[src/design/prsic_consts.svh]
// constants for the reset sequencer and system interrupt block
`ifndef PRSIC_CONSTS_SVH
`define PRSIC_CONSTS_SVH
`define PRSIC_CLK_MHZ         200
`define PRSIC_ADDR_CTRL       32'h0000_0000
`define PRSIC_ADDR_MASK       32'h0000_0004
`define PRSIC_ADDR_STATUS     32'h0000_0008
`define PRSIC_ADDR_SYS        32'h0000_000c
`define PRSIC_CTRL_SOFT_RST   0
`define PRSIC_CTRL_CORE_RST   1
`define PRSIC_CTRL_MAC_RST    2
`define PRSIC_MASK_SW_REQ     0
`define PRSIC_MASK_HARD_EN    1
`define PRSIC_ST_SW           0
`define PRSIC_ST_HARD         1
`define PRSIC_ERR_LSB         8
`define PRSIC_ERR_W           4
`define PRSIC_MASK_RESET      16'h0000
`define PRSIC_DEGLITCH_NS     1000
`define PRSIC_DEGLITCH_CYC    ((`PRSIC_DEGLITCH_NS * `PRSIC_CLK_MHZ + 999) / 1000)
`define PRSIC_SUBRST_NS       1200
`define PRSIC_SUBRST_CYC      ((`PRSIC_SUBRST_NS * `PRSIC_CLK_MHZ) / 1000)
`define PRSIC_HW_INIT_MS      50
`define PRSIC_SW_INIT_MS      10
`define PRSIC_HW_REFCLK_MS    70
`define PRSIC_SW_REFCLK_MS    25
`define PRSIC_STRAP_CYC       8
`define PRSIC_PIN_MIN_NS      10000
`define PRSIC_PIN_MIN_CYC     ((`PRSIC_PIN_MIN_NS * `PRSIC_CLK_MHZ) / 1000)
`endif

[src/design/prsic_pkg.sv]
// types for the reset sequencer and system interrupt block
package prsic_pkg;
    typedef enum logic [2:0] {
        PRSIC_ST_HOLD   = 3'b000,
        PRSIC_ST_STRAP  = 3'b001,
        PRSIC_ST_INIT   = 3'b011,
        PRSIC_ST_RUN    = 3'b010
    } prsic_seq_t;

    typedef struct packed {
        logic [31:0] haddr;
        logic        hwrite;
        logic        hsel;
        logic        act;
    } prsic_aph_t;

    typedef struct packed {
        prsic_seq_t  seq;
        logic [31:0] init_cnt;
        logic [31:0] ref_cnt;
        logic [7:0]  glitch_cnt;
        logic        pin_rst;
        logic        soft_run;
        logic [7:0]  core_cnt;
        logic [7:0]  mac_cnt;
        logic [15:0] mask;
        logic        sw_lh;
        logic        hard_lh;
        logic [3:0]  err_lh;
        logic        ready;
        logic [3:0]  straps;
        prsic_aph_t  aph;
        logic [31:0] hrdata;
        logic        irq_n;
        logic        io_oe;
        logic        ref_en;
        logic        core_rst;
        logic        mac_rst;
        logic        logic_rst;
        logic        osc_en;
        logic        pll_en;
    } prsic_state_t;
endpackage

[src/design/prsic_top.sv]
// reset sequencer and system interrupt logic with ahb-lite register slave
`timescale 1ns/1ps
`include "prsic_consts.svh"
module prsic_top #(
    parameter int unsigned HW_INIT_CYC = `PRSIC_HW_INIT_MS * `PRSIC_CLK_MHZ * 1000,
    parameter int unsigned SW_INIT_CYC = `PRSIC_SW_INIT_MS * `PRSIC_CLK_MHZ * 1000,
    parameter int unsigned HW_REF_CYC  = `PRSIC_HW_REFCLK_MS * `PRSIC_CLK_MHZ * 1000,
    parameter int unsigned SW_REF_CYC  = `PRSIC_SW_REFCLK_MS * `PRSIC_CLK_MHZ * 1000
) (
    input  wire logic        hclk,          // system clock
    input  wire logic        hresetn,       // async reset, active low
    input  wire logic        hsel,          // slave select
    input  wire logic [31:0] haddr,         // address
    input  wire logic [1:0]  htrans,        // transfer type
    input  wire logic        hwrite,        // write strobe
    input  wire logic [2:0]  hsize,         // transfer size
    input  wire logic [31:0] hwdata,        // write data
    input  wire logic        hready,        // bus ready
    output logic [31:0]      hrdata,        // read data
    output logic             hreadyout,     // slave ready
    output logic             hresp,         // response, always okay
    input  wire logic        reset_pin_n,   // external reset pin, active low
    input  wire logic        power_good,    // all supplies above threshold
    input  wire logic        osc_stable,    // crystal started and stable
    input  wire logic [3:0]  strap_in,      // configuration strap pin levels
    input  wire logic [3:0]  sys_err,       // system error condition pulses
    output logic             irq_n,         // host alert, active low
    output logic             io_oe,         // i/o pins in functional mode
    output logic             ref_clk_en,    // ref_clock_output allowed to run
    output logic             core_rst,      // phy core held in reset
    output logic             mac_rst,       // mac port held in reset
    output logic             mac_out_zero,  // force mac-side outputs low
    output logic             logic_rst,     // internal logic held in reset
    output logic             osc_en,        // oscillator enable
    output logic             pll_en,        // pll enable
    output logic [3:0]       straps         // captured strap levels
);

    prsic_pkg::prsic_state_t s_q, s_d;
    logic [31:0] wval;
    logic        rd_acc;
    logic        start_hw;
    logic        start_sw;

    // ********************************************************************
    // register map decode
    // ********************************************************************
    function automatic logic [1:0] addr_idx(input logic [31:0] a);
        if (a == `PRSIC_ADDR_CTRL) begin
            return 2'h0;
        end else if (a == `PRSIC_ADDR_MASK) begin
            return 2'h1;
        end else if (a == `PRSIC_ADDR_STATUS) begin
            return 2'h2;
        end else begin
            return 2'h3;
        end
    endfunction

    function automatic logic addr_hit(input logic [31:0] a);
        return (a == `PRSIC_ADDR_CTRL) || (a == `PRSIC_ADDR_MASK) ||
               (a == `PRSIC_ADDR_STATUS) || (a == `PRSIC_ADDR_SYS);
    endfunction

    // ********************************************************************
    // next state
    // ********************************************************************
    always_comb begin
        s_d      = s_q;
        wval     = hwdata;
        rd_acc   = 1'b0;
        start_hw = 1'b0;
        start_sw = 1'b0;

        // deglitch of the reset pin; only a low of 1 us counts
        if (reset_pin_n) begin
            s_d.glitch_cnt = 8'h00;
            s_d.pin_rst    = 1'b0;
        end else if (s_q.glitch_cnt >= 8'(`PRSIC_DEGLITCH_CYC - 1)) begin
            s_d.pin_rst = 1'b1;
        end else begin
            s_d.glitch_cnt = s_q.glitch_cnt + 8'h01;
        end

        // bus data phase
        s_d.aph.act = 1'b0;
        if (s_q.aph.act && s_q.aph.hsel) begin
            if (s_q.aph.hwrite) begin
                if (addr_idx(s_q.aph.haddr) == 2'h0) begin
                    if (wval[`PRSIC_CTRL_SOFT_RST] && s_q.seq == prsic_pkg::PRSIC_ST_RUN) begin
                        start_sw = 1'b1;
                    end
                    if (wval[`PRSIC_CTRL_CORE_RST] && s_q.core_cnt == 8'h00) begin
                        s_d.core_cnt = 8'(`PRSIC_SUBRST_CYC);
                    end
                    if (wval[`PRSIC_CTRL_MAC_RST] && s_q.mac_cnt == 8'h00) begin
                        s_d.mac_cnt = 8'(`PRSIC_SUBRST_CYC);
                    end
                end else if (addr_idx(s_q.aph.haddr) == 2'h1) begin
                    s_d.mask = wval[15:0];
                end
            end else if (addr_idx(s_q.aph.haddr) == 2'h2) begin
                rd_acc = 1'b1;
            end
        end

        // sub-resets count down and self clear; registers untouched
        if (s_q.core_cnt != 8'h00) begin
            s_d.core_cnt = s_q.core_cnt - 8'h01;
        end
        if (s_q.mac_cnt != 8'h00) begin
            s_d.mac_cnt = s_q.mac_cnt - 8'h01;
        end

        // status flags: read clears sw and hard flags, error flags hold until hard reset; a new event in the same cycle wins
        if (rd_acc) begin
            s_d.sw_lh   = 1'b0;
            s_d.hard_lh = 1'b0;
        end
        if (s_q.mask[`PRSIC_MASK_SW_REQ]) begin
            s_d.sw_lh = 1'b1;
        end
        s_d.err_lh = s_q.err_lh | sys_err;

        // reset sequencer
        start_hw = s_q.pin_rst || !power_good;
        case (s_q.seq)
            prsic_pkg::PRSIC_ST_HOLD: begin
                s_d.init_cnt = 32'h0;
                if (!start_hw) begin
                    s_d.seq = prsic_pkg::PRSIC_ST_STRAP;
                end
            end
            prsic_pkg::PRSIC_ST_STRAP: begin
                s_d.init_cnt = s_q.init_cnt + 32'h1;
                if (s_q.init_cnt == 32'(`PRSIC_STRAP_CYC - 1)) begin
                    s_d.straps   = strap_in;
                    s_d.io_oe    = 1'b1;
                    s_d.init_cnt = 32'h0;
                    s_d.seq      = prsic_pkg::PRSIC_ST_INIT;
                end
            end
            prsic_pkg::PRSIC_ST_INIT: begin
                s_d.init_cnt = s_q.init_cnt + 32'h1;
                if (s_q.init_cnt >= (s_q.soft_run ? SW_INIT_CYC : HW_INIT_CYC) - 32'h1) begin
                    s_d.logic_rst = 1'b0;
                    s_d.ready     = 1'b1;
                    s_d.seq       = prsic_pkg::PRSIC_ST_RUN;
                    if (!s_q.soft_run && s_q.mask[`PRSIC_MASK_HARD_EN]) begin
                        s_d.hard_lh = 1'b1;
                    end
                end
            end
            default: begin
            end
        endcase
        if (start_sw) begin
            s_d.seq       = prsic_pkg::PRSIC_ST_STRAP;
            s_d.soft_run  = 1'b1;
            s_d.init_cnt  = 32'h0;
            s_d.ref_cnt   = 32'h0;
            s_d.ref_en    = 1'b0;
            s_d.io_oe     = 1'b0;
            s_d.logic_rst = 1'b1;
            s_d.ready     = 1'b0;
        end
        if (start_hw) begin
            s_d.seq       = prsic_pkg::PRSIC_ST_HOLD;
            s_d.soft_run  = 1'b0;
            s_d.ref_cnt   = 32'h0;
            s_d.ref_en    = 1'b0;
            s_d.io_oe     = 1'b0;
            s_d.logic_rst = 1'b1;
            s_d.ready     = 1'b0;
            s_d.mask      = `PRSIC_MASK_RESET;
            s_d.sw_lh     = 1'b0;
            s_d.err_lh    = 4'h0;
            s_d.core_cnt  = 8'h00;
            s_d.mac_cnt   = 8'h00;
        end

        // ref clock held low for its own delay after release
        if (!start_hw && !start_sw && !s_q.ref_en && s_q.seq != prsic_pkg::PRSIC_ST_HOLD) begin
            s_d.ref_cnt = s_q.ref_cnt + 32'h1;
            if (s_q.ref_cnt >= (s_q.soft_run ? SW_REF_CYC : HW_REF_CYC) - 32'h1) begin
                s_d.ref_en = 1'b1;
            end
        end

        // outputs
        s_d.core_rst = s_d.logic_rst || (s_d.core_cnt != 8'h00);
        s_d.mac_rst  = s_d.core_rst || (s_d.mac_cnt != 8'h00);
        s_d.irq_n    = !((s_d.sw_lh && s_d.mask[`PRSIC_MASK_SW_REQ]) ||
                         (s_d.hard_lh && s_d.mask[`PRSIC_MASK_HARD_EN]) ||
                         |(s_d.err_lh & s_d.mask[`PRSIC_ERR_LSB +: `PRSIC_ERR_W]));
        s_d.osc_en   = (s_d.seq == prsic_pkg::PRSIC_ST_INIT) ||
                       (s_d.seq == prsic_pkg::PRSIC_ST_RUN);
        s_d.pll_en   = s_d.io_oe && osc_stable;

        // read data for the next data phase
        s_d.hrdata = 32'h0;
        if (hsel && hready && htrans[1] && !hwrite) begin
            if (addr_idx(haddr) == 2'h0) begin
                s_d.hrdata = {29'h0, (s_q.mac_cnt != 8'h00), (s_q.core_cnt != 8'h00),
                              (s_q.seq != prsic_pkg::PRSIC_ST_RUN)};
            end else if (addr_idx(haddr) == 2'h1) begin
                s_d.hrdata = {16'h0, s_q.mask};
            end else if (addr_idx(haddr) == 2'h2) begin
                s_d.hrdata = {20'h0, s_d.err_lh, 6'h0, s_d.hard_lh, s_d.sw_lh};
            end else if (addr_hit(haddr)) begin
                s_d.hrdata = {27'h0, s_q.straps, s_q.ready};
            end
        end
        s_d.aph.act    = hsel && hready && htrans[1];
        s_d.aph.hsel   = hsel;
        s_d.aph.hwrite = hwrite;
        s_d.aph.haddr  = haddr;
    end

    // ********************************************************************
    // state register
    // ********************************************************************
    always_ff @(posedge hclk or negedge hresetn) begin
        if (!hresetn) begin
            s_q           <= '0;
            s_q.seq       <= prsic_pkg::PRSIC_ST_HOLD;
            s_q.irq_n     <= 1'b1;
            s_q.core_rst  <= 1'b1;
            s_q.mac_rst   <= 1'b1;
            s_q.logic_rst <= 1'b1;
        end else begin
            s_q <= s_d;
        end
    end

    assign hrdata       = s_q.hrdata;
    assign hreadyout    = 1'b1;
    assign hresp        = 1'b0;
    assign irq_n        = s_q.irq_n;
    assign io_oe        = s_q.io_oe;
    assign ref_clk_en   = s_q.ref_en;
    assign core_rst     = s_q.core_rst;
    assign mac_rst      = s_q.mac_rst;
    assign mac_out_zero = s_q.core_rst;
    assign logic_rst    = s_q.logic_rst;
    assign osc_en       = s_q.osc_en;
    assign pll_en       = s_q.pll_en;
    assign straps       = s_q.straps;

endmodule // prsic_top

[config.mk]
export PLATFORM = sky130hd
export DESIGN_NAME = prsic_top
export DESIGN_NICKNAME = d
export VERILOG_FILES = /design/src/design/prsic_pkg.sv /design/src/design/prsic_top.sv
export VERILOG_INCLUDE_DIRS = /design/src /design/src/design
export SDC_FILE = /design/constraint.sdc
export NUM_CORES = 1
export LEC_CHECK = 0
export ABC_AREA = 1
export BUFFER_PORTS_ARGS = -buffer_cell sky130_fd_sc_hd__buf_2
export CORE_ASPECT_RATIO = 1.4
export CORE_MARGIN = 8
export CORE_UTILIZATION = 40
export CTS_BUF_LIST = sky130_fd_sc_hd__clkbuf_8 sky130_fd_sc_hd__clkbuf_16
export CTS_CLUSTER_SIZE = 16
export DETAILED_ROUTE_END_ITERATION = 16
export SLEW_MARGIN = 20
export SYNTH_ARGS = -nofsm -noshare
export SYNTH_HDL_FRONTEND = slang
export SYNTH_SLANG_ARGS = --single-unit
export TNS_END_PERCENT = 100
[constraint.sdc]
create_clock -name hclk -period 3.65 [get_ports hclk]
set_clock_uncertainty 0.05 [all_clocks]
set_input_delay 0.5475 -clock hclk [delete_from_list [all_inputs] [get_ports hclk]]
set_output_delay 0.5475 -clock hclk [all_outputs]
set_load 0.005 [all_outputs]
Word-level counts from Yosys, hierarchy flattened:

Index checks and enable logic that the tools add are counted.

* $add $sub $neg: 7
* order comparisons: 3
* eq/ne operators: 18
* mux-type cells: 74
* bitwise logic cells: 2
* reduce and logical (&&, ||, !) cells: 55

Operator list (number)
* $mux 32: 4
* $pmux 35 s3: 1
* $eq 32x3->1 const B: 3
* $eq 32x4->1 const B: 3
* $mux 16: 6
* $mux 67: 1
* $add 32x1->32 const B: 2
* $ge 32x32->1: 2
* $logic_not 32->1: 2
* $sub 24x1->25 const B: 2
* $mux 24: 2
* $mux 2: 20
* $mux 8: 5
* $mux 35: 1
* $mux 34: 1
* $reduce_bool 8->1: 4
* $mux 1: 26
* $logic_not 8->1: 2
* $sub 8x1->8 const B: 2
* $logic_and 1x1->1: 14
* $eq 3x2->1 const B: 4
* $mux 12: 1
* $reduce_bool 3->1: 4
* $mux 5: 2
* other kinds (20): 45

* bits in registers: 195
* input port bits: 85
* output and inout bits: 47

Longest topological paths before layout:

* depth in word-level cells: 21
* mapped depth: 15
* gate-level depth less buffers: 15

Least setup slack after synthesis:

OpenSTA, ideal clock, no wires.

* path kind: reg-to-reg
* start point: register s_q[118] (netlist name)
* end point: register s_q (netlist bit ref_clk_en)
* library setup time: 0.119 ns
* arrival time: 1.804 ns
* path slack: 1.677 ns
* cell stages (with the launch flop): 9
* path buffers: 0
* clock period less this slack: 1.973 ns
* path through: dfrtp_1 -> inv_1 -> ha_1 -> nand2_1 -> nor2_1 -> or2_2 -> a211oi_1 -> o211ai_1 -> a21bo_2

RTL lines
* start: declaration: line prsic_top.sv:39 `prsic_pkg::prsic_state_t s_q, s_d;`

Worst setup path after layout:

* start point: register s_q[171] (netlist name)
* end point: register s_q[174] (netlist name)

* longest elaborated chain between the ends: 4
* elaborated cells between the ends (all ways): 5
* those cells by class: add/sub: 1; eq/ne: 1; mux: 3

RTL lines
* $add 32x1->32 / $eq 32x3->1 (equally long branches): line prsic_top.sv:135, prsic_top.sv:144, prsic_top.sv:136
* $mux 35: line prsic_top.sv:136 `` if (s_q.init_cnt == 32'(`PRSIC_STRAP_CYC - 1)) begin ``
* $pmux 35 s3 (*): line prsic_top.sv:127 `case (s_q.seq)`
* $mux 67 (*): line prsic_top.sv:157 `if (start_sw) begin`

Every way passes the cells marked *; elsewhere a longest branch is shown, timed or not. The select of a mux whose other input is x is not followed.
A chain may end at the register's enable or synchronous reset.

==> impl_results.md <==
* Status: completed
* Post-Place Cell Area at 10300 um2
* H-tree levels at 4
* Startpoint types: flop
* Final Util at 45.7%
* Max Slew Vio Count at 0
* Met1 WL at 10200 um
* Clock transition at path regs at 80 ps
* Synth unique cells at 50
* NetSw at 1.08 mW
* CTS Buf Count at 17
* Post-Route WL at 23800 um
* TritonCTS clock tree: done
* Path depth of the worst reg2reg path at 11
* Starting Density at 40.6%
* Hold Path Class: in2async
* Crit share post-route at 70.1%
* Routed vias at 8180
* Met2 wire len at 12200 um
* DR WL met3 at 943 um
* First-pass GRT wire length at 39900 um
* Clk pwr share at 44.7%
* Max_cap viols at 0
* Int Pwr at 3.10 mW
* Setup TNS after final layout at 0 ps
* Clk_lat worst skew at 440 ps
* Layout area overhead at 12.6%
* Wire per inst at 14.6 um
* Post-route ant nets at 0
* Leakage dissipation at 5.21 nW
* Ant diodes at 0
* Overflow after GRT at 0
* Residual DRC count at 0
* Critical-path top delay cell: nand2_1
* Sequential fraction of the synthesis area at 46.2%
* Crit path arrival time at 2810 ps
* Half-perimeter wire length after placement at 17900 um
* Die W at 148 um
* GRT Total Usage at 16.4%
* Core area at 23900 um2
* Vias in the first global route at 8164
* Die area at 29600 um2
* Sequential Power Share at 49.3%
* RSZ-0062 raised after global routing: false
* Most frequent cells in the layout: 243 x nand2_1, 175 x dfrtp_1, 168 x inv_1
* DR vias/cell at 5.02
* CTS root buf: clkbuf_16
* Sw frac at 25.8%
* Initial antenna violation count at 0
* Cells after synthesis at 1228
* Final min period at 2560 ps
* Power density cells at 383 nW/um2
* Synth area leader: dfrtp_1
* Design area at 10900 um2
* Die height at 200 um
* FMAX at 391 MHz
* Tightest Pin Transition at 893 ps
* Post-CTS setup buffers at 0
* I/O Buffers at 93
* Commonest non-fill, non-tap cell in the layout: nand2_1
* Area of the multi-input gates at 4240 um2
* Maximum vdd drop at 0.339 mV
* Nets@finish at 1411
* Seq cells post-synth at 179
* Post-synth top area share at 45.2%
* Reg area at 4480 um2
* # rows at 67
* Cts hold-fix bufs at 0
* Post_cts resized at 0
* Layout cells sized above 1 at 12.6%
* Setup CP Type: reg2reg
* Uppermost routed layer: met4
* Largest net degree at the start of global routing at 82
* CP Cell Sequence: inv_1, nand4_1, nor2_1, nand3_1, nor2_1, nand2_1, nand2_1, buf_4, a21oi_1, o21ai_0, o21ai_0
* Syn Std Cell Area at 9700 um2
* Top post-synthesis cells by area: dfrtp_1 45%, nand2_1 9.4%, inv_1 6.5%, nor2_1 6.5%, nand3_1 3.5%
* Initial DRC count at 423
* CP max FO at 20
* Maximum clock path buffer count at 2
* Yosys warns at 0
* Gate power share at 6.0%
* Worst EP required at 3900 ps
* First drt pass iteration count at 5
* Setup crit end kind: flop
* Slew margin rel. at 40.0%
* Delay of the slowest critical-path stage at 560 ps
* Hold Vio Cnt, Final at 0
* Fill cell count at 2394
* Final setup violation count at 0
* Placer Congestion at 0.875
* Clock Sinks at 179
* I/O pin cnt at 132
* Avg Inst Size Synth at 7.90 um2
-- cells in the mapped netlist, drive strengths merged --
cell type	n
and3	3
dfstp	4
o21ai	46
nand4	35
clkinv	2
o31ai	3
a211oi	5
a21oi	47
conb	2
xor2	27
a22oi	1
a21boi	1
o22ai	21
a31oi	2
nand2	245
a21bo	1
a21o	2
nor2	175
and3b	1
clkbuf	13
xnor2	5
a22o	7
o211ai	5
nor4	19
o21bai	1
o2111ai	1
nand3	70
buf	47
nand3b	10
or2	5
nor3b	1
a41oi	1
o32ai	6
ha	19
inv	168
dfrtp	175
nor3	52
-- routing by layer --
layer | up-vias | global-route usage [%]
met5 | - | 0
met3 | 34 | 3.27
li1 | 4124 | -
met2 | 145 | 29.0
met4 | 0 | 6.28
met1 | 3877 | 19.0
-- power by group through the flow --
| stage | Clock [mW] | Sequential [mW] | Combinational, mW |
|---|---|---|---|
| floorplan | 0 | 2.09 | 0.151 |
| global route | 2.01 | 2.07 | 0.290 |
| finish | 1.87 | 2.06 | 0.253 |
| global placement | 0 | 2.10 | 0.254 |
| CTS | 1.94 | 2.06 | 0.259 |
| detailed placement | 0 | 2.10 | 0.258 |
-- flip-flops by register name, summed over array words and instances (netlist names) --
| signal | cells |
|---|---|
| pll_en | 1 |
| mac_rst | 1 |
| s_q | 151 |
| core_rst | 1 |
| irq_n | 1 |
| logic_rst | 1 |
| io_oe | 1 |
| osc_en | 1 |
| ref_clk_en | 1 |
| straps | 4 |
| hrdata | 16 |
-- worst max-delay path, delay by kind of cell, from the launching register on --
kind | cells | cell delay (ps)
buffers and inverters | 2 | 480
DFF | 1 | 420
AOI/OAI and AO/OA | 3 | 220
and+or+nand+nor | 6 | 1240
-- area by class of cell --
cell class              instances  area share (%)
flip-flops and latches        179            41.1
multi-input cells             835            38.8
inverters                     170            5.84
repair buffers                104            5.21
clock buffers                  18            4.02
well taps                     310            3.55
clock inverters                14            1.48
-- final timing paths --
path	slack, ps	startpoint	endpoint
min reg2reg	440	logic_rst	logic_rst
min in group hclk	170	haddr[29]	s_q[72]
max reg2reg	1090	s_q[171]	s_q[174]
min	90	hresetn	s_q[120]
max in group asynchronous	2490	hresetn	mac_rst
max	1090	s_q[171]	s_q[174]
-- through the flow --
stage	total power [mW]	worst slack, ps	std cells	hold slack [ps]
global placement	2.35	1110	1598	423
CTS	4.26	1080	1630	116
detailed placement	2.36	1110	1598	433
floorplan	2.24	1680	1244	202
finish	4.18	1090	1630	88.0
global route	4.37	742	1630	138
-- kinds of logic after synthesis --
| group | Yosys count | share of synthesized area, % |
|---|---|---|
| other | 2 | 0.0774 |
| XOR/XNOR | 32 | 2.89 |
| buffers and inverters | 230 | 10.7 |
| AND/OR/NAND/NOR | 616 | 28.5 |
| flip-flops | 179 | 46.2 |
| adder cells (fa/ha/maj) | 19 | 2.45 |
| AO/OA/AOI/OAI | 150 | 9.14 |
Note: power is estimated with default switching activity, not from simulation.
